--- src/verilog/lcd_pkg.sv ---
// Purpose: Shared constants and types for the segment LCD driver control
// Assumes: 8-bit data memory, registers selected by a small index
// Notes: All register reset values are zero
package lcd_pkg;
    // ****************************************
    // Display memory map
    // ****************************************
    localparam logic [7:0] DISP_SECTOR = 8'h04;
    localparam logic [7:0] GP_SECTOR = 8'h00;
    localparam int SMALL_WORDS = 32;
    localparam int LARGE_WORDS = 46;
    // ****************************************
    // Register selects, masks and resets
    // ****************************************
    localparam logic [1:0] SEL_MAIN = 2'h0;
    localparam logic [1:0] SEL_PUMP = 2'h1;
    localparam logic [1:0] SEL_DUTY = 2'h2;
    localparam logic [7:0] MAIN_MASK = 8'hF7;
    localparam logic [7:0] PUMP_MASK = 8'h0B;
    localparam logic [7:0] DUTY_MASK = 8'hE7;
    localparam logic [7:0] REG_RESET = 8'h00;
    // ****************************************
    // Field positions
    // ****************************************
    localparam int MAIN_TYPE_BIT = 7;
    localparam int MAIN_RCT_BIT = 6;
    localparam int MAIN_SRC_LSB = 4;
    localparam int MAIN_CUR_LSB = 1;
    localparam int MAIN_EN_BIT = 0;
    localparam int PUMP_PR_BIT = 3;
    localparam int PUMP_VS_LSB = 0;
    localparam int DUTY_PCK_LSB = 5;
    localparam int DUTY_DTY_LSB = 1;
    localparam int DUTY_BIAS_BIT = 0;
    // ****************************************
    // Codes and timing
    // ****************************************
    localparam logic [1:0] DUTY_4 = 2'h0;
    localparam logic [1:0] DUTY_6 = 2'h1;
    localparam logic [1:0] DUTY_8 = 2'h2;
    localparam logic [2:0] PCK_DIV2 = 3'h6;
    localparam logic [2:0] PCK_TOP = 3'h6;
    localparam logic [2:0] LCD_DIV_LAST = 3'h7;
    localparam logic [7:0] MASK_4 = 8'h0F;
    localparam logic [7:0] MASK_6 = 8'h3F;
    localparam logic [7:0] MASK_8 = 8'hFF;
    localparam logic [2:0] COM_LAST_4 = 3'h3;
    localparam logic [2:0] COM_LAST_6 = 3'h5;
    localparam logic [2:0] COM_LAST_8 = 3'h7;
    // ****************************************
    // Carriers
    // ****************************************
    typedef struct packed {
        logic wave_b;
        logic cap_bias;
        logic [1:0] cap_src;
        logic [1:0] bias_cur;
        logic res_pump_on;
        logic [1:0] pump_volt;
        logic quarter_bias;
        logic [1:0] duty;
    } analog_cfg_type;
    typedef struct packed {
        logic [7:0] sector;
        logic [7:0] offset;
        logic indirect;
        logic wr;
        logic rd;
        logic [7:0] wdata;
    } mem_req_type;
endpackage

--- src/verilog/lcd_driver_control.sv ---
// Purpose: Display memory, control registers, clocking and scan of a segment LCD driver
// Assumes: Subclock oscillators arrive as pins, sleep is a level from the power controller
// Notes: Analog bias, pumps and waveform shaping sit outside; this block gives their controls
// Notes on behaviour
// RQ1: Display memory spans offsets 00H up to last word of sector 4.
// RQ2: Software loads 04H into a pointer high byte, then uses its low byte.
// RQ3: Direct access to display offsets lands in sector 0 general memory.
// RQ4: Display memory is read and written only by indirect access.
// RQ5: Stored one lights an element; new data is used at once.
// RQ6: Bits without a common behind them are not stored and read zero.
// RQ7: LCD clock is the subclock divided by eight.
// RQ8: Subclock comes from RC or crystal oscillator per source select.
// RQ9: Pump clock is the subclock divided by the three-bit divider field.
// RQ10: Codes 000 to 101 divide by 128 down to 4; 110, 111 by 2.
// RQ11: Enable acts only awake; sleep forces the display off.
// RQ12: Disabled or asleep holds the driver in reset with outputs low.
// RQ13: Main bit 7 picks waveform type A or B.
// RQ14: Main bit 6 picks resistor or capacitor bias with pump on.
// RQ15: Main bits 5 and 4 pick the capacitor bias source.
// RQ16: Main bits 2 and 1 pick the resistor bias current.
// RQ17: Software keeps current bits 00 under capacitor bias.
// RQ18: Main bit 0 enables the driver.
// RQ19: Power select bit picks supply pin or internal pump for resistor bias.
// RQ20: Software keeps power select zero under capacitor bias.
// RQ21: Pump voltage bits set internal pump output for resistor bias.
// RQ22: Duty code picks 1/4, 1/6, 1/8; bias bit picks 1/3 or 1/4.
// RQ23: Scan steps commons on the LCD clock, fetching their memory bits.
`timescale 1ns/1ps
module lcd_driver_control #(
    parameter int DISP_WORDS = lcd_pkg::LARGE_WORDS
) (
    // Clock and reset
    input wire logic i_mclk,
    input wire logic i_sys_rst,
    // Subclock and power state
    input wire logic i_low_speed_rc_osc_clk,
    input wire logic i_lxt_clk,
    input wire logic i_subclk_src_select,
    input wire logic i_sleep,
    // Data memory access
    input wire lcd_pkg::mem_req_type i_mem_req,
    output logic [7:0] o_mem_rdata_q,
    output logic o_disp_hit_q,
    output logic o_gp_redirect_q,
    // Control register access
    input wire logic [1:0] i_reg_sel,
    input wire logic i_reg_wr,
    input wire logic i_reg_rd,
    input wire logic [7:0] i_reg_wdata,
    output logic [7:0] o_reg_rdata_q,
    // Panel drive
    output logic [7:0] o_com_q,
    output logic [DISP_WORDS-1:0] o_seg_q,
    output logic o_polarity_q,
    output logic o_lcd_tick_q,
    output logic o_pump_clk_q,
    output lcd_pkg::analog_cfg_type o_cfg_q
);
    localparam int AW = $clog2(DISP_WORDS);
    localparam logic [7:0] LAST_OFF = 8'(DISP_WORDS - 1);

    // ****************************************
    // Helper functions
    // ****************************************
    function automatic logic [7:0] com_mask(input logic [1:0] duty);
        unique case (duty)
            lcd_pkg::DUTY_6: com_mask = lcd_pkg::MASK_6;
            lcd_pkg::DUTY_8: com_mask = lcd_pkg::MASK_8;
            default: com_mask = lcd_pkg::MASK_4;
        endcase
    endfunction

    function automatic logic [2:0] com_last(input logic [1:0] duty);
        unique case (duty)
            lcd_pkg::DUTY_6: com_last = lcd_pkg::COM_LAST_6;
            lcd_pkg::DUTY_8: com_last = lcd_pkg::COM_LAST_8;
            default: com_last = lcd_pkg::COM_LAST_4;
        endcase
    endfunction

    function automatic logic [2:0] pump_tap(input logic [2:0] code);
        if (code >= lcd_pkg::PCK_DIV2) begin
            pump_tap = 3'h0; // [RQ10]
        end else begin
            pump_tap = lcd_pkg::PCK_TOP - code; // [RQ10]
        end
    endfunction

    // ****************************************
    // Control registers
    // ****************************************
    logic [7:0] main_display_control_q;
    logic [7:0] pump_power_control_q;
    logic [7:0] duty_bias_control_q;
    logic run;
    logic [1:0] duty;
    logic [7:0] active_mask;

    always_ff @(posedge i_mclk) begin
        if (i_sys_rst) begin
            main_display_control_q <= lcd_pkg::REG_RESET;
            pump_power_control_q <= lcd_pkg::REG_RESET;
            duty_bias_control_q <= lcd_pkg::REG_RESET;
        end else if (i_reg_wr) begin
            if (i_reg_sel == lcd_pkg::SEL_MAIN) begin
                main_display_control_q <= i_reg_wdata & lcd_pkg::MAIN_MASK;
            end
            if (i_reg_sel == lcd_pkg::SEL_PUMP) begin
                pump_power_control_q <= i_reg_wdata & lcd_pkg::PUMP_MASK;
            end
            if (i_reg_sel == lcd_pkg::SEL_DUTY) begin
                duty_bias_control_q <= i_reg_wdata & lcd_pkg::DUTY_MASK;
            end
        end
    end

    always_ff @(posedge i_mclk) begin
        if (i_sys_rst) begin
            o_reg_rdata_q <= lcd_pkg::REG_RESET;
        end else if (i_reg_rd) begin
            unique case (i_reg_sel)
                lcd_pkg::SEL_MAIN: o_reg_rdata_q <= main_display_control_q;
                lcd_pkg::SEL_PUMP: o_reg_rdata_q <= pump_power_control_q;
                lcd_pkg::SEL_DUTY: o_reg_rdata_q <= duty_bias_control_q;
                default: o_reg_rdata_q <= lcd_pkg::REG_RESET;
            endcase
        end
    end

    // Sleep overrides the enable bit
    assign run = main_display_control_q[lcd_pkg::MAIN_EN_BIT] & ~i_sleep; // [RQ11] [RQ12] [RQ18]
    assign duty = duty_bias_control_q[lcd_pkg::DUTY_DTY_LSB +: 2];
    assign active_mask = com_mask(duty); // [RQ22]

    // ****************************************
    // Analog controls
    // ****************************************
    always_ff @(posedge i_mclk) begin
        if (i_sys_rst) begin
            o_cfg_q <= '0;
        end else begin
            o_cfg_q.wave_b <= main_display_control_q[lcd_pkg::MAIN_TYPE_BIT]; // [RQ13]
            o_cfg_q.cap_bias <= main_display_control_q[lcd_pkg::MAIN_RCT_BIT] & run; // [RQ14]
            o_cfg_q.cap_src <= main_display_control_q[lcd_pkg::MAIN_SRC_LSB +: 2]; // [RQ15]
            o_cfg_q.bias_cur <= main_display_control_q[lcd_pkg::MAIN_CUR_LSB +: 2]; // [RQ16]
            // Internal pump only for resistor bias while running
            o_cfg_q.res_pump_on <= pump_power_control_q[lcd_pkg::PUMP_PR_BIT]
                & ~main_display_control_q[lcd_pkg::MAIN_RCT_BIT] & run; // [RQ19]
            o_cfg_q.pump_volt <= pump_power_control_q[lcd_pkg::PUMP_VS_LSB +: 2]; // [RQ21]
            o_cfg_q.quarter_bias <= duty_bias_control_q[lcd_pkg::DUTY_BIAS_BIT]; // [RQ22]
            o_cfg_q.duty <= duty; // [RQ22]
        end
    end

    // ****************************************
    // Subclock selection and dividers
    // ****************************************
    logic [2:0] low_speed_rc_osc_sync_q;
    logic [2:0] lxt_sync_q;
    logic sub_tick;
    logic [2:0] lcd_div_q;
    logic [6:0] pump_cnt_q;
    logic lcd_tick;

    always_ff @(posedge i_mclk) begin
        if (i_sys_rst) begin
            low_speed_rc_osc_sync_q <= 3'h0;
            lxt_sync_q <= 3'h0;
        end else begin
            low_speed_rc_osc_sync_q <= {low_speed_rc_osc_sync_q[1:0], i_low_speed_rc_osc_clk};
            lxt_sync_q <= {lxt_sync_q[1:0], i_lxt_clk};
        end
    end

    // Only the settled stages feed the edge detector
    assign sub_tick = i_subclk_src_select ? (lxt_sync_q[1] & ~lxt_sync_q[2])
                                          : (low_speed_rc_osc_sync_q[1] & ~low_speed_rc_osc_sync_q[2]); // [RQ8]
    assign lcd_tick = sub_tick && (lcd_div_q == lcd_pkg::LCD_DIV_LAST);

    always_ff @(posedge i_mclk) begin
        if (i_sys_rst || !run) begin
            lcd_div_q <= 3'h0;
        end else if (sub_tick) begin
            lcd_div_q <= lcd_div_q + 3'h1; // [RQ7]
        end
    end

    always_ff @(posedge i_mclk) begin
        if (i_sys_rst || !run) begin
            pump_cnt_q <= 7'h00;
        end else if (sub_tick) begin
            pump_cnt_q <= pump_cnt_q + 7'h01; // [RQ9]
        end
    end

    always_ff @(posedge i_mclk) begin
        if (i_sys_rst) begin
            o_pump_clk_q <= 1'b0;
            o_lcd_tick_q <= 1'b0;
        end else begin
            // Pump clock runs only for capacitor bias
            o_pump_clk_q <= pump_cnt_q[pump_tap(duty_bias_control_q[lcd_pkg::DUTY_PCK_LSB +: 3])]
                & main_display_control_q[lcd_pkg::MAIN_RCT_BIT] & run; // [RQ9] [RQ14]
            o_lcd_tick_q <= lcd_tick; // [RQ7]
        end
    end

    // ****************************************
    // Display memory
    // ****************************************
    logic [7:0] disp_mem_q [DISP_WORDS];
    logic in_disp;
    logic disp_access;
    logic [AW-1:0] word_idx;

    assign in_disp = (i_mem_req.sector == lcd_pkg::DISP_SECTOR) && (i_mem_req.offset <= LAST_OFF); // [RQ1]
    assign disp_access = in_disp && i_mem_req.indirect; // [RQ2] [RQ4]
    assign word_idx = i_mem_req.offset[AW-1:0];

    // Missing commons are masked on write; bits stored under a longer duty stay until rewritten
    always_ff @(posedge i_mclk) begin
        if (disp_access && i_mem_req.wr) begin
            disp_mem_q[word_idx] <= i_mem_req.wdata & active_mask; // [RQ6]
        end
    end

    always_ff @(posedge i_mclk) begin
        if (i_sys_rst) begin
            o_mem_rdata_q <= 8'h00;
            o_disp_hit_q <= 1'b0;
            o_gp_redirect_q <= 1'b0;
        end else begin
            o_disp_hit_q <= disp_access && (i_mem_req.wr || i_mem_req.rd); // [RQ4]
            // Direct access to a display offset goes to sector 0 instead
            o_gp_redirect_q <= in_disp && !i_mem_req.indirect
                && (i_mem_req.wr || i_mem_req.rd); // [RQ3]
            if (disp_access && i_mem_req.rd) begin
                o_mem_rdata_q <= disp_mem_q[word_idx] & active_mask; // [RQ6]
            end
        end
    end

    // ****************************************
    // Common scan
    // ****************************************
    logic [2:0] com_idx_q;
    logic half_q;
    logic frame_pol_q;

    always_ff @(posedge i_mclk) begin
        if (i_sys_rst || !run) begin
            com_idx_q <= 3'h0; // [RQ12]
            half_q <= 1'b0;
            frame_pol_q <= 1'b0;
        end else if (lcd_tick) begin
            if (o_cfg_q.wave_b) begin
                // Type B flips polarity once per frame
                half_q <= 1'b0;
                if (com_idx_q >= com_last(duty)) begin
                    com_idx_q <= 3'h0; // [RQ23]
                    frame_pol_q <= ~frame_pol_q; // [RQ13]
                end else begin
                    com_idx_q <= com_idx_q + 3'h1; // [RQ23]
                end
            end else begin
                // Type A flips polarity inside each common slot
                half_q <= ~half_q; // [RQ13]
                frame_pol_q <= 1'b0;
                if (half_q) begin
                    if (com_idx_q >= com_last(duty)) begin
                        com_idx_q <= 3'h0; // [RQ23]
                    end else begin
                        com_idx_q <= com_idx_q + 3'h1; // [RQ23]
                    end
                end
            end
        end
    end

    // Segments follow memory every cycle, so writes show at once
    always_ff @(posedge i_mclk) begin
        if (i_sys_rst || !run) begin
            o_com_q <= 8'h00; // [RQ12]
            o_seg_q <= '0; // [RQ12]
            o_polarity_q <= 1'b0;
        end else begin
            o_com_q <= 8'(1 << com_idx_q) & active_mask; // [RQ23]
            for (int i = 0; i < DISP_WORDS; i++) begin
                o_seg_q[i] <= disp_mem_q[i][com_idx_q]; // [RQ5] [RQ23]
            end
            o_polarity_q <= half_q ^ frame_pol_q;
        end
    end
endmodule // lcd_driver_control

--- config.mk ---
export PLATFORM = sky130hd
export DESIGN_NAME = lcd_driver_control
export DESIGN_NICKNAME = d
export VERILOG_FILES = /design/src/verilog/lcd_pkg.sv /design/src/verilog/lcd_driver_control.sv
export SDC_FILE = /design/constraint.sdc
export NUM_CORES = 1
export LEC_CHECK = 0
export BUFFER_PORTS_ARGS = -buffer_cell sky130_fd_sc_hd__buf_2
export CORE_MARGIN = 2
export CORE_UTILIZATION = 45
export CTS_BUF_LIST = sky130_fd_sc_hd__clkbuf_2
export CTS_CLUSTER_DIAMETER = 100
export DETAILED_ROUTE_END_ITERATION = 6
export PLACE_DENSITY = 0.64
export SLEW_MARGIN = 30
export SYNTH_ARGS = -nofsm -noshare
export SYNTH_HDL_FRONTEND = slang
export SYNTH_SLANG_ARGS = --single-unit
--- constraint.sdc ---
create_clock -name i_mclk -period 3.4 [get_ports i_mclk]
set_input_delay 0.68 -clock i_mclk [delete_from_list [all_inputs] [get_ports i_mclk]]
set_output_delay 0.68 -clock i_mclk [all_outputs]
set_load 0.01 [all_outputs]
=== Word level (Yosys, flattened, before mapping) ===
Memory sizes are Yosys's and may differ from the RTL's.
Cells that the tools add are included.

* Bits in registers: 124
* Memory bits (writable): 368
* Word-level logic and storage cells: 199
* Memories kept: 1
* Input bits: 45

* Bitwise operators: 18
* Reduce and logical (&&, ||, !) cells: 19
* Order comparisons: 6
* Muxes and demuxes: 116
* Add/subtract/negate cells: 4
* Eq/ne operators: 7
* Shifts and indexed selects: 1

{| class="wikitable"
|+ Memory list
! name !! words !! bits a word !! read ports !! clocked after Yosys merged registers in !! write ports !! RTL line !! source
|-
| disp_mem_q || 46 || 8 || 47 || 0 || 1 || lcd_driver_control.sv:211 || <nowiki>logic [7:0] disp_mem_q [DISP_WORDS];</nowiki>
|}

{| class="wikitable"
|+ Operators with widths
! cell !! count
|-
| 1-bit binary-select mux with 3-bit select || 47
|-
| 1-bit 2-to-1 mux || 53
|-
| 3-bit 2-to-1 mux || 13
|-
| 8-bit bitwise AND || 3
|-
| 8-bit one-hot mux with 3 select lines || 1
|-
| 8-bit one-hot mux with 2 select lines || 1
|-
| 2-bit AND reduction || 5
|-
| 1-bit bitwise AND || 8
|-
| 8-bit by 3-bit == test with 1-bit output, second input constant || 1
|-
| 8-bit by 6-bit <= comparator with 1-bit output, second input constant || 1
|-
| 1-bit logical AND || 8
|-
| 3-bit by 4-bit less-than comparator with 1-bit output, second input constant || 2
|-
| 1-bit by 3-bit << shifter with 8-bit output, first input constant || 1
|-
| 7-bit by 1-bit adder with 7-bit output, second input constant || 1
|-
| 3-bit by 1-bit adder with 3-bit output, second input constant || 2
|-
| 3-bit greater-or-equal comparator || 2
|-
| 1-bit NOT || 6
|-
| 3-bit one-hot mux with 2 select lines || 1
|-
| 2-bit by 1-bit == test with 1-bit output, second input constant || 2
|-
| 2-bit == test, second input constant || 2
|-
| 3-bit == test, second input constant || 1
|-
| 3-bit greater-or-equal comparator, second input constant || 1
|-
| 3-bit subtractor, first input constant || 1
|-
| 1-bit zero test || 2
|-
| other kinds (5) || 6
|}

=== Longest topological paths before layout ===
* Depth in word-level cells: 10
* Mapped depth: 10
* Gate-level depth less buffers: 8

=== Worst setup path before layout ===
Ideal clock, no wire load.

* Path type: register -> register
* From: reg duty_bias_control_q[1]
* To: mem disp_mem_q[0][4], data pin
* Path slack: 500 ps
* Required time: 2,885 ps
* Cell stages (with the launch flop): 4
* Arrival: 2,385 ps
* Period minus slack after synthesis: 2,900 ps
* Path buffers: 0
* Cell sequence: dfxtp_1 -> inv_1 -> ha_1 -> nor2b_1

* Cells in the longest elaborated chain, start to end: 3
* Elaborated cells on any way between the ends: 4

{| class="wikitable"
|+ RTL lines
! what !! RTL line !! source
|-
| start: declaration || lcd_driver_control.sv:94 || <nowiki>logic [7:0] duty_bias_control_q;</nowiki>
|-
| start signal: assignment || lcd_driver_control.sv:103 || <nowiki>duty_bias_control_q <= lcd_pkg::REG_RESET;</nowiki>
|-
| start signal: assignment || lcd_driver_control.sv:112 || <nowiki>duty_bias_control_q <= i_reg_wdata & lcd_pkg::DUTY_MASK;</nowiki>
|-
| 2-bit == test / 2-bit by 1-bit == test with 1-bit output (equally long branches) || lcd_driver_control.sv:66 || <nowiki>unique case (duty)</nowiki>
|-
| 8-bit one-hot mux with 2 select lines (*) || lcd_driver_control.sv:66 ||
|-
| 8-bit bitwise AND (*) || lcd_driver_control.sv:223 || <nowiki>disp_mem_q[word_idx] <= i_mem_req.wdata & active_mask;</nowiki>
|-
| end: declaration || lcd_driver_control.sv:211 ||
|}

Every way passes the cells marked *; elsewhere a longest branch is shown, timed or not.

=== Final worst setup path ===
* From: in i_mem_req[23] in the netlist's numbering
* To: reg o_mem_rdata_q[4]

* Cells in the longest elaborated chain, start to end: 4

{| class="wikitable"
|+ RTL lines
! what !! RTL line !! source
|-
| start: declaration || lcd_driver_control.sv:41 || <nowiki>input wire lcd_pkg::mem_req_type i_mem_req,</nowiki>
|-
| 8-bit by 3-bit == test with 1-bit output || lcd_driver_control.sv:216 || <nowiki>assign in_disp = (i_mem_req.sector == lcd_pkg::DISP_SECTOR) && (i_mem_req.offset <= LAST_OFF);</nowiki>
|-
| 1-bit logical AND || lcd_driver_control.sv:216 ||
|-
| 1-bit logical AND || lcd_driver_control.sv:217 || <nowiki>assign disp_access = in_disp && i_mem_req.indirect;</nowiki>
|-
| 1-bit logical AND || lcd_driver_control.sv:237 || <nowiki>if (disp_access && i_mem_req.rd) begin</nowiki>
|-
| end signal: assignment || lcd_driver_control.sv:238 || <nowiki>o_mem_rdata_q <= disp_mem_q[word_idx] & active_mask;</nowiki>
|-
| end: declaration || lcd_driver_control.sv:42 || <nowiki>output logic [7:0] o_mem_rdata_q,</nowiki>
|}

No other way between the ends.
A chain may end at the register's enable or synchronous reset.

==> impl_metrics.ini <==
[sta]
setup_ws_ns = 0.638
finalSetupViolCount = 0
rsz0062_at_grt = false
fin_tns_setup_ns = 0
fmax_mhz = 362
slew_viol_final = 0
relSlewSlack_pct = 24.0
fin_worst_skew_ns = 0.104
period_share_pct = 81.2
tightest_slew_ns = 1.13
hold_viol = 0
finalCriticalPeriod_ns = 2.76

[worst_setup_path]
crit_family = buffers and inverters
critPathLaunchType = input pin
crit_start = i_mem_req[23]
cp-endpoint = o_mem_rdata_q[4]
reg2regPathDepth = 6
max_stage_delay_ns = 0.55
reg2reg_from = disp_mem_q[42][6]
r2r_setup_slack_ns = 0.98
slowest_stage = dlygate4sd3_1
worstPathRequired_ns = 4.66
timing.rr.end = o_mem_rdata_q[6]
worstSetupEndpointType = flip-flop
critical_path_arrival_ns = 4.02
critPathMaxFanout = 6
critPathKind = in2reg
critical_path.n_buffers_inverters = 5
crit_top_cell = dlygate4sd3_1
cp.depth = 11
cp_cell_sequence = dlygate4sd3_1 > buf_2 > nor2_1 > dlygate4sd3_1 > o2111a_1 > dlygate4sd3_1 > buf_4 > nand3_1 > a221oi_1 > nand4_1 > o31a_1

[clock_tree]
cts.path.max_buffers = 3
clk_pin_slew_ns = 0.10
clk_latency_ns = 1.41
cts-root-buf = clkbuf_2
htreeDepth = 4
numCtsBuffers = 155
cts_tree = yes
cts_sinks = 604
post-cts-setup-buffers = 0

[global_route]
grt_pass1_vias = 17900
antenna_found_initial = 4
grt.total_usage_pct = 26.2
grt_overflow_total = 0
grt_pass1_wl_um = 113000
grt_start_max_net_pins = 65

[die]
start_util_pct = 45.4
dieWidth_um = 242
die_area_um2 = 58700
rows = 87
fp.dieH_um = 242
core-area_um2 = 56300
ioPinCount = 132

[route]
drc = 0
first_pass_iters = 5
ant_nets = 0
finalWirelength_um = 76700
wl_per_cell_um = 25.5
via_count = 17400
vias_per_cell = 5.80
drtIter0Drc = 2042

[yosys]
synth_cells = 1635
synth.top_cell.area_share_pct = 56.4
synth-edff-count = 480
synthFlopType = edfxtp_1
syn-cell-area_um2 = 25500
ys_types = 68
synth_area_leader_cell = edfxtp_1
synth_seq_cells = 604
yosysWarnings = 0
synth.avg_cell_area_um2 = 15.6
async_reset_ff_share_pct = 0
ys_seq_area_share_pct = 66.1
synth_area_leaders = edfxtp_1, mux4_2, dfxtp_1, mux2i_1, nor2_1

[hold_path]
worstHoldPathCells = 5
hold_class = in2reg

[placement]
dp_hpwl_um = 50300
place_congestion = 0.931
dp_slack_ns = 0.286
portBuffers = 131

[cells_and_area]
fin_nets = 2173
synthToLayoutAreaGrowth_pct = 19.1
layout_common_cells = edfxtp_1, clkbuf_2, nor2_1
drive_gt1_share_pct = 31.7
fin_util_pct = 54.1
final_common_cell = edfxtp_1

[status]
outcome = finished, final reports clean

[power_and_ir_drop]
p_per_area_nw_per_um2 = 467
fin_total_pwr_mw = 14.2
peakVddDrop_mv = 0.296
p_leak_nw = 10.9

[run]
maxCapViolCount = 0
## per-stage QoR
| stage | area (µm²) | hold slack (ns) | std cells |
|---|---|---|---|
| after global placement | 28300 | 0.427 | 2655 |
| final | 30400 | 0.119 | 3002 |
| after detailed placement | 28300 | 0.434 | 2655 |
| after floorplan | 26000 | 0.414 | 1746 |
| after CTS | 30400 | 0.000705 | 2998 |
| after global routing | 30400 | 0.0364 | 3002 |
## report_power, final
group          leakage, nW  internal, mW  switching [mW]  total [mW]
clock                 1.16          2.24            3.03        5.26
sequential            5.32          8.04          0.0308        8.07
combinational         4.47         0.327           0.561       0.887
## sequential cells by signal, indices dropped and copies added (netlist names), 3 cells and up
signal                   count
pump_cnt_q                   7
o_cfg_q                     12
o_mem_rdata_q                8
disp_mem_q                 480
o_com_q                      8
o_reg_rdata_q                8
com_idx_q                    3
low_speed_rc_osc_sync_q      3
duty_bias_control_q          6
lcd_div_q                    3
o_seg_q                     46
pump_power_control_q         3
lxt_sync_q                   3
main_display_control_q       7
## final cells by class
| class | instances | area, µm² |
|---|---|---|
| Clock inverter | 36 | 279 |
| Antenna cell | 4 | 10.0 |
| Clock buffer | 248 | 1240 |
| Fill cell | 4742 | 25900 |
| Timing Repair Buffer | 325 | 2430 |
| Inverter | 10 | 37.5 |
| Tap cell | 756 | 946 |
| Sequential cell | 604 | 16900 |
| Multi-Input combinational cell | 1019 | 8570 |
## what timing repair did
| action | in CTS | in global routing |
|---|---|---|
| resized for setup | 0 | 0 |
| hold endpoints to repair | 460 | 0 |
| hold buffers | 59 | 0 |
## worst min path at each step
stage | slack, ns | start | end
6_report | 0.12 | i_mem_req[11] | o_mem_rdata_q[6]
2_1_floorplan | 0.41 | low_speed_rc_osc_sync_q[0] | low_speed_rc_osc_sync_q[1]
3_3_place_gp | 0.43 | low_speed_rc_osc_sync_q[0] | low_speed_rc_osc_sync_q[1]
4_1_cts | 0.0007 | i_mem_req[15] | o_mem_rdata_q[4]
3_5_place_dp | 0.43 | low_speed_rc_osc_sync_q[0] | low_speed_rc_osc_sync_q[1]
5_1_grt | 0.04 | i_mem_req[15] | o_mem_rdata_q[4]
## cell usage after synthesis, types with 5 or more instances
library cell    n
a22oi_1        24
nand2b_1        8
edfxtp_1      480
clkbuf_1       61
o22ai_1        22
and3_1          8
mux2_2         36
buf_1          14
a211oi_1        7
nand3_1        25
or2_2           5
nor3_1         11
o221ai_1        5
dfxtp_1       124
mux4_2        120
o2bb2ai_1       7
mux2i_1       120
a31oi_1         6
nor2b_1        25
a221o_1        23
nor2_1        159
o21ai_0        28
ha_1           13
nor3b_1         9
a21oi_1        43
buf_2          32
a221oi_1       55
inv_1           8
and2_1         11
nand2_1        64
a22o_1         14
## worst reg2reg max path: cells and delay by family, from the launching register on
family / cells / cell delay, ns
AO/OA/AOI/OAI: 4 / 1.06
flip-flops: 1 / 0.44
multiplexers: 1 / 0.29
AND/OR/NAND/NOR: 1 / 0.53
## layer usage
layer,global-route usage [%],share of wire [%]
met5,0,0.012
met4,11.0,3.7
met3,7.93,11
met2,40.9,47
met1,34.3,39
## cells by family (layout without fill, tap and decap cells)
kind of cell / after synthesis / count (layout) / share of synthesized area [%]
AO/OA/AOI/OAI: 262 / 262 / 7.62
XOR/XNOR: 7 / 7 / 0.240
adder cells (fa/ha/maj): 13 / 13 / 0.637
buffers and inverters: 123 / 619 / 2.08
flip-flops: 604 / 604 / 66.1
multiplexers: 280 / 280 / 17.1
other: 1 / 116 / 0.0147
AND/OR/NAND/NOR: 345 / 345 / 6.20
No activity file was read; power rests on OpenSTA's default activity.
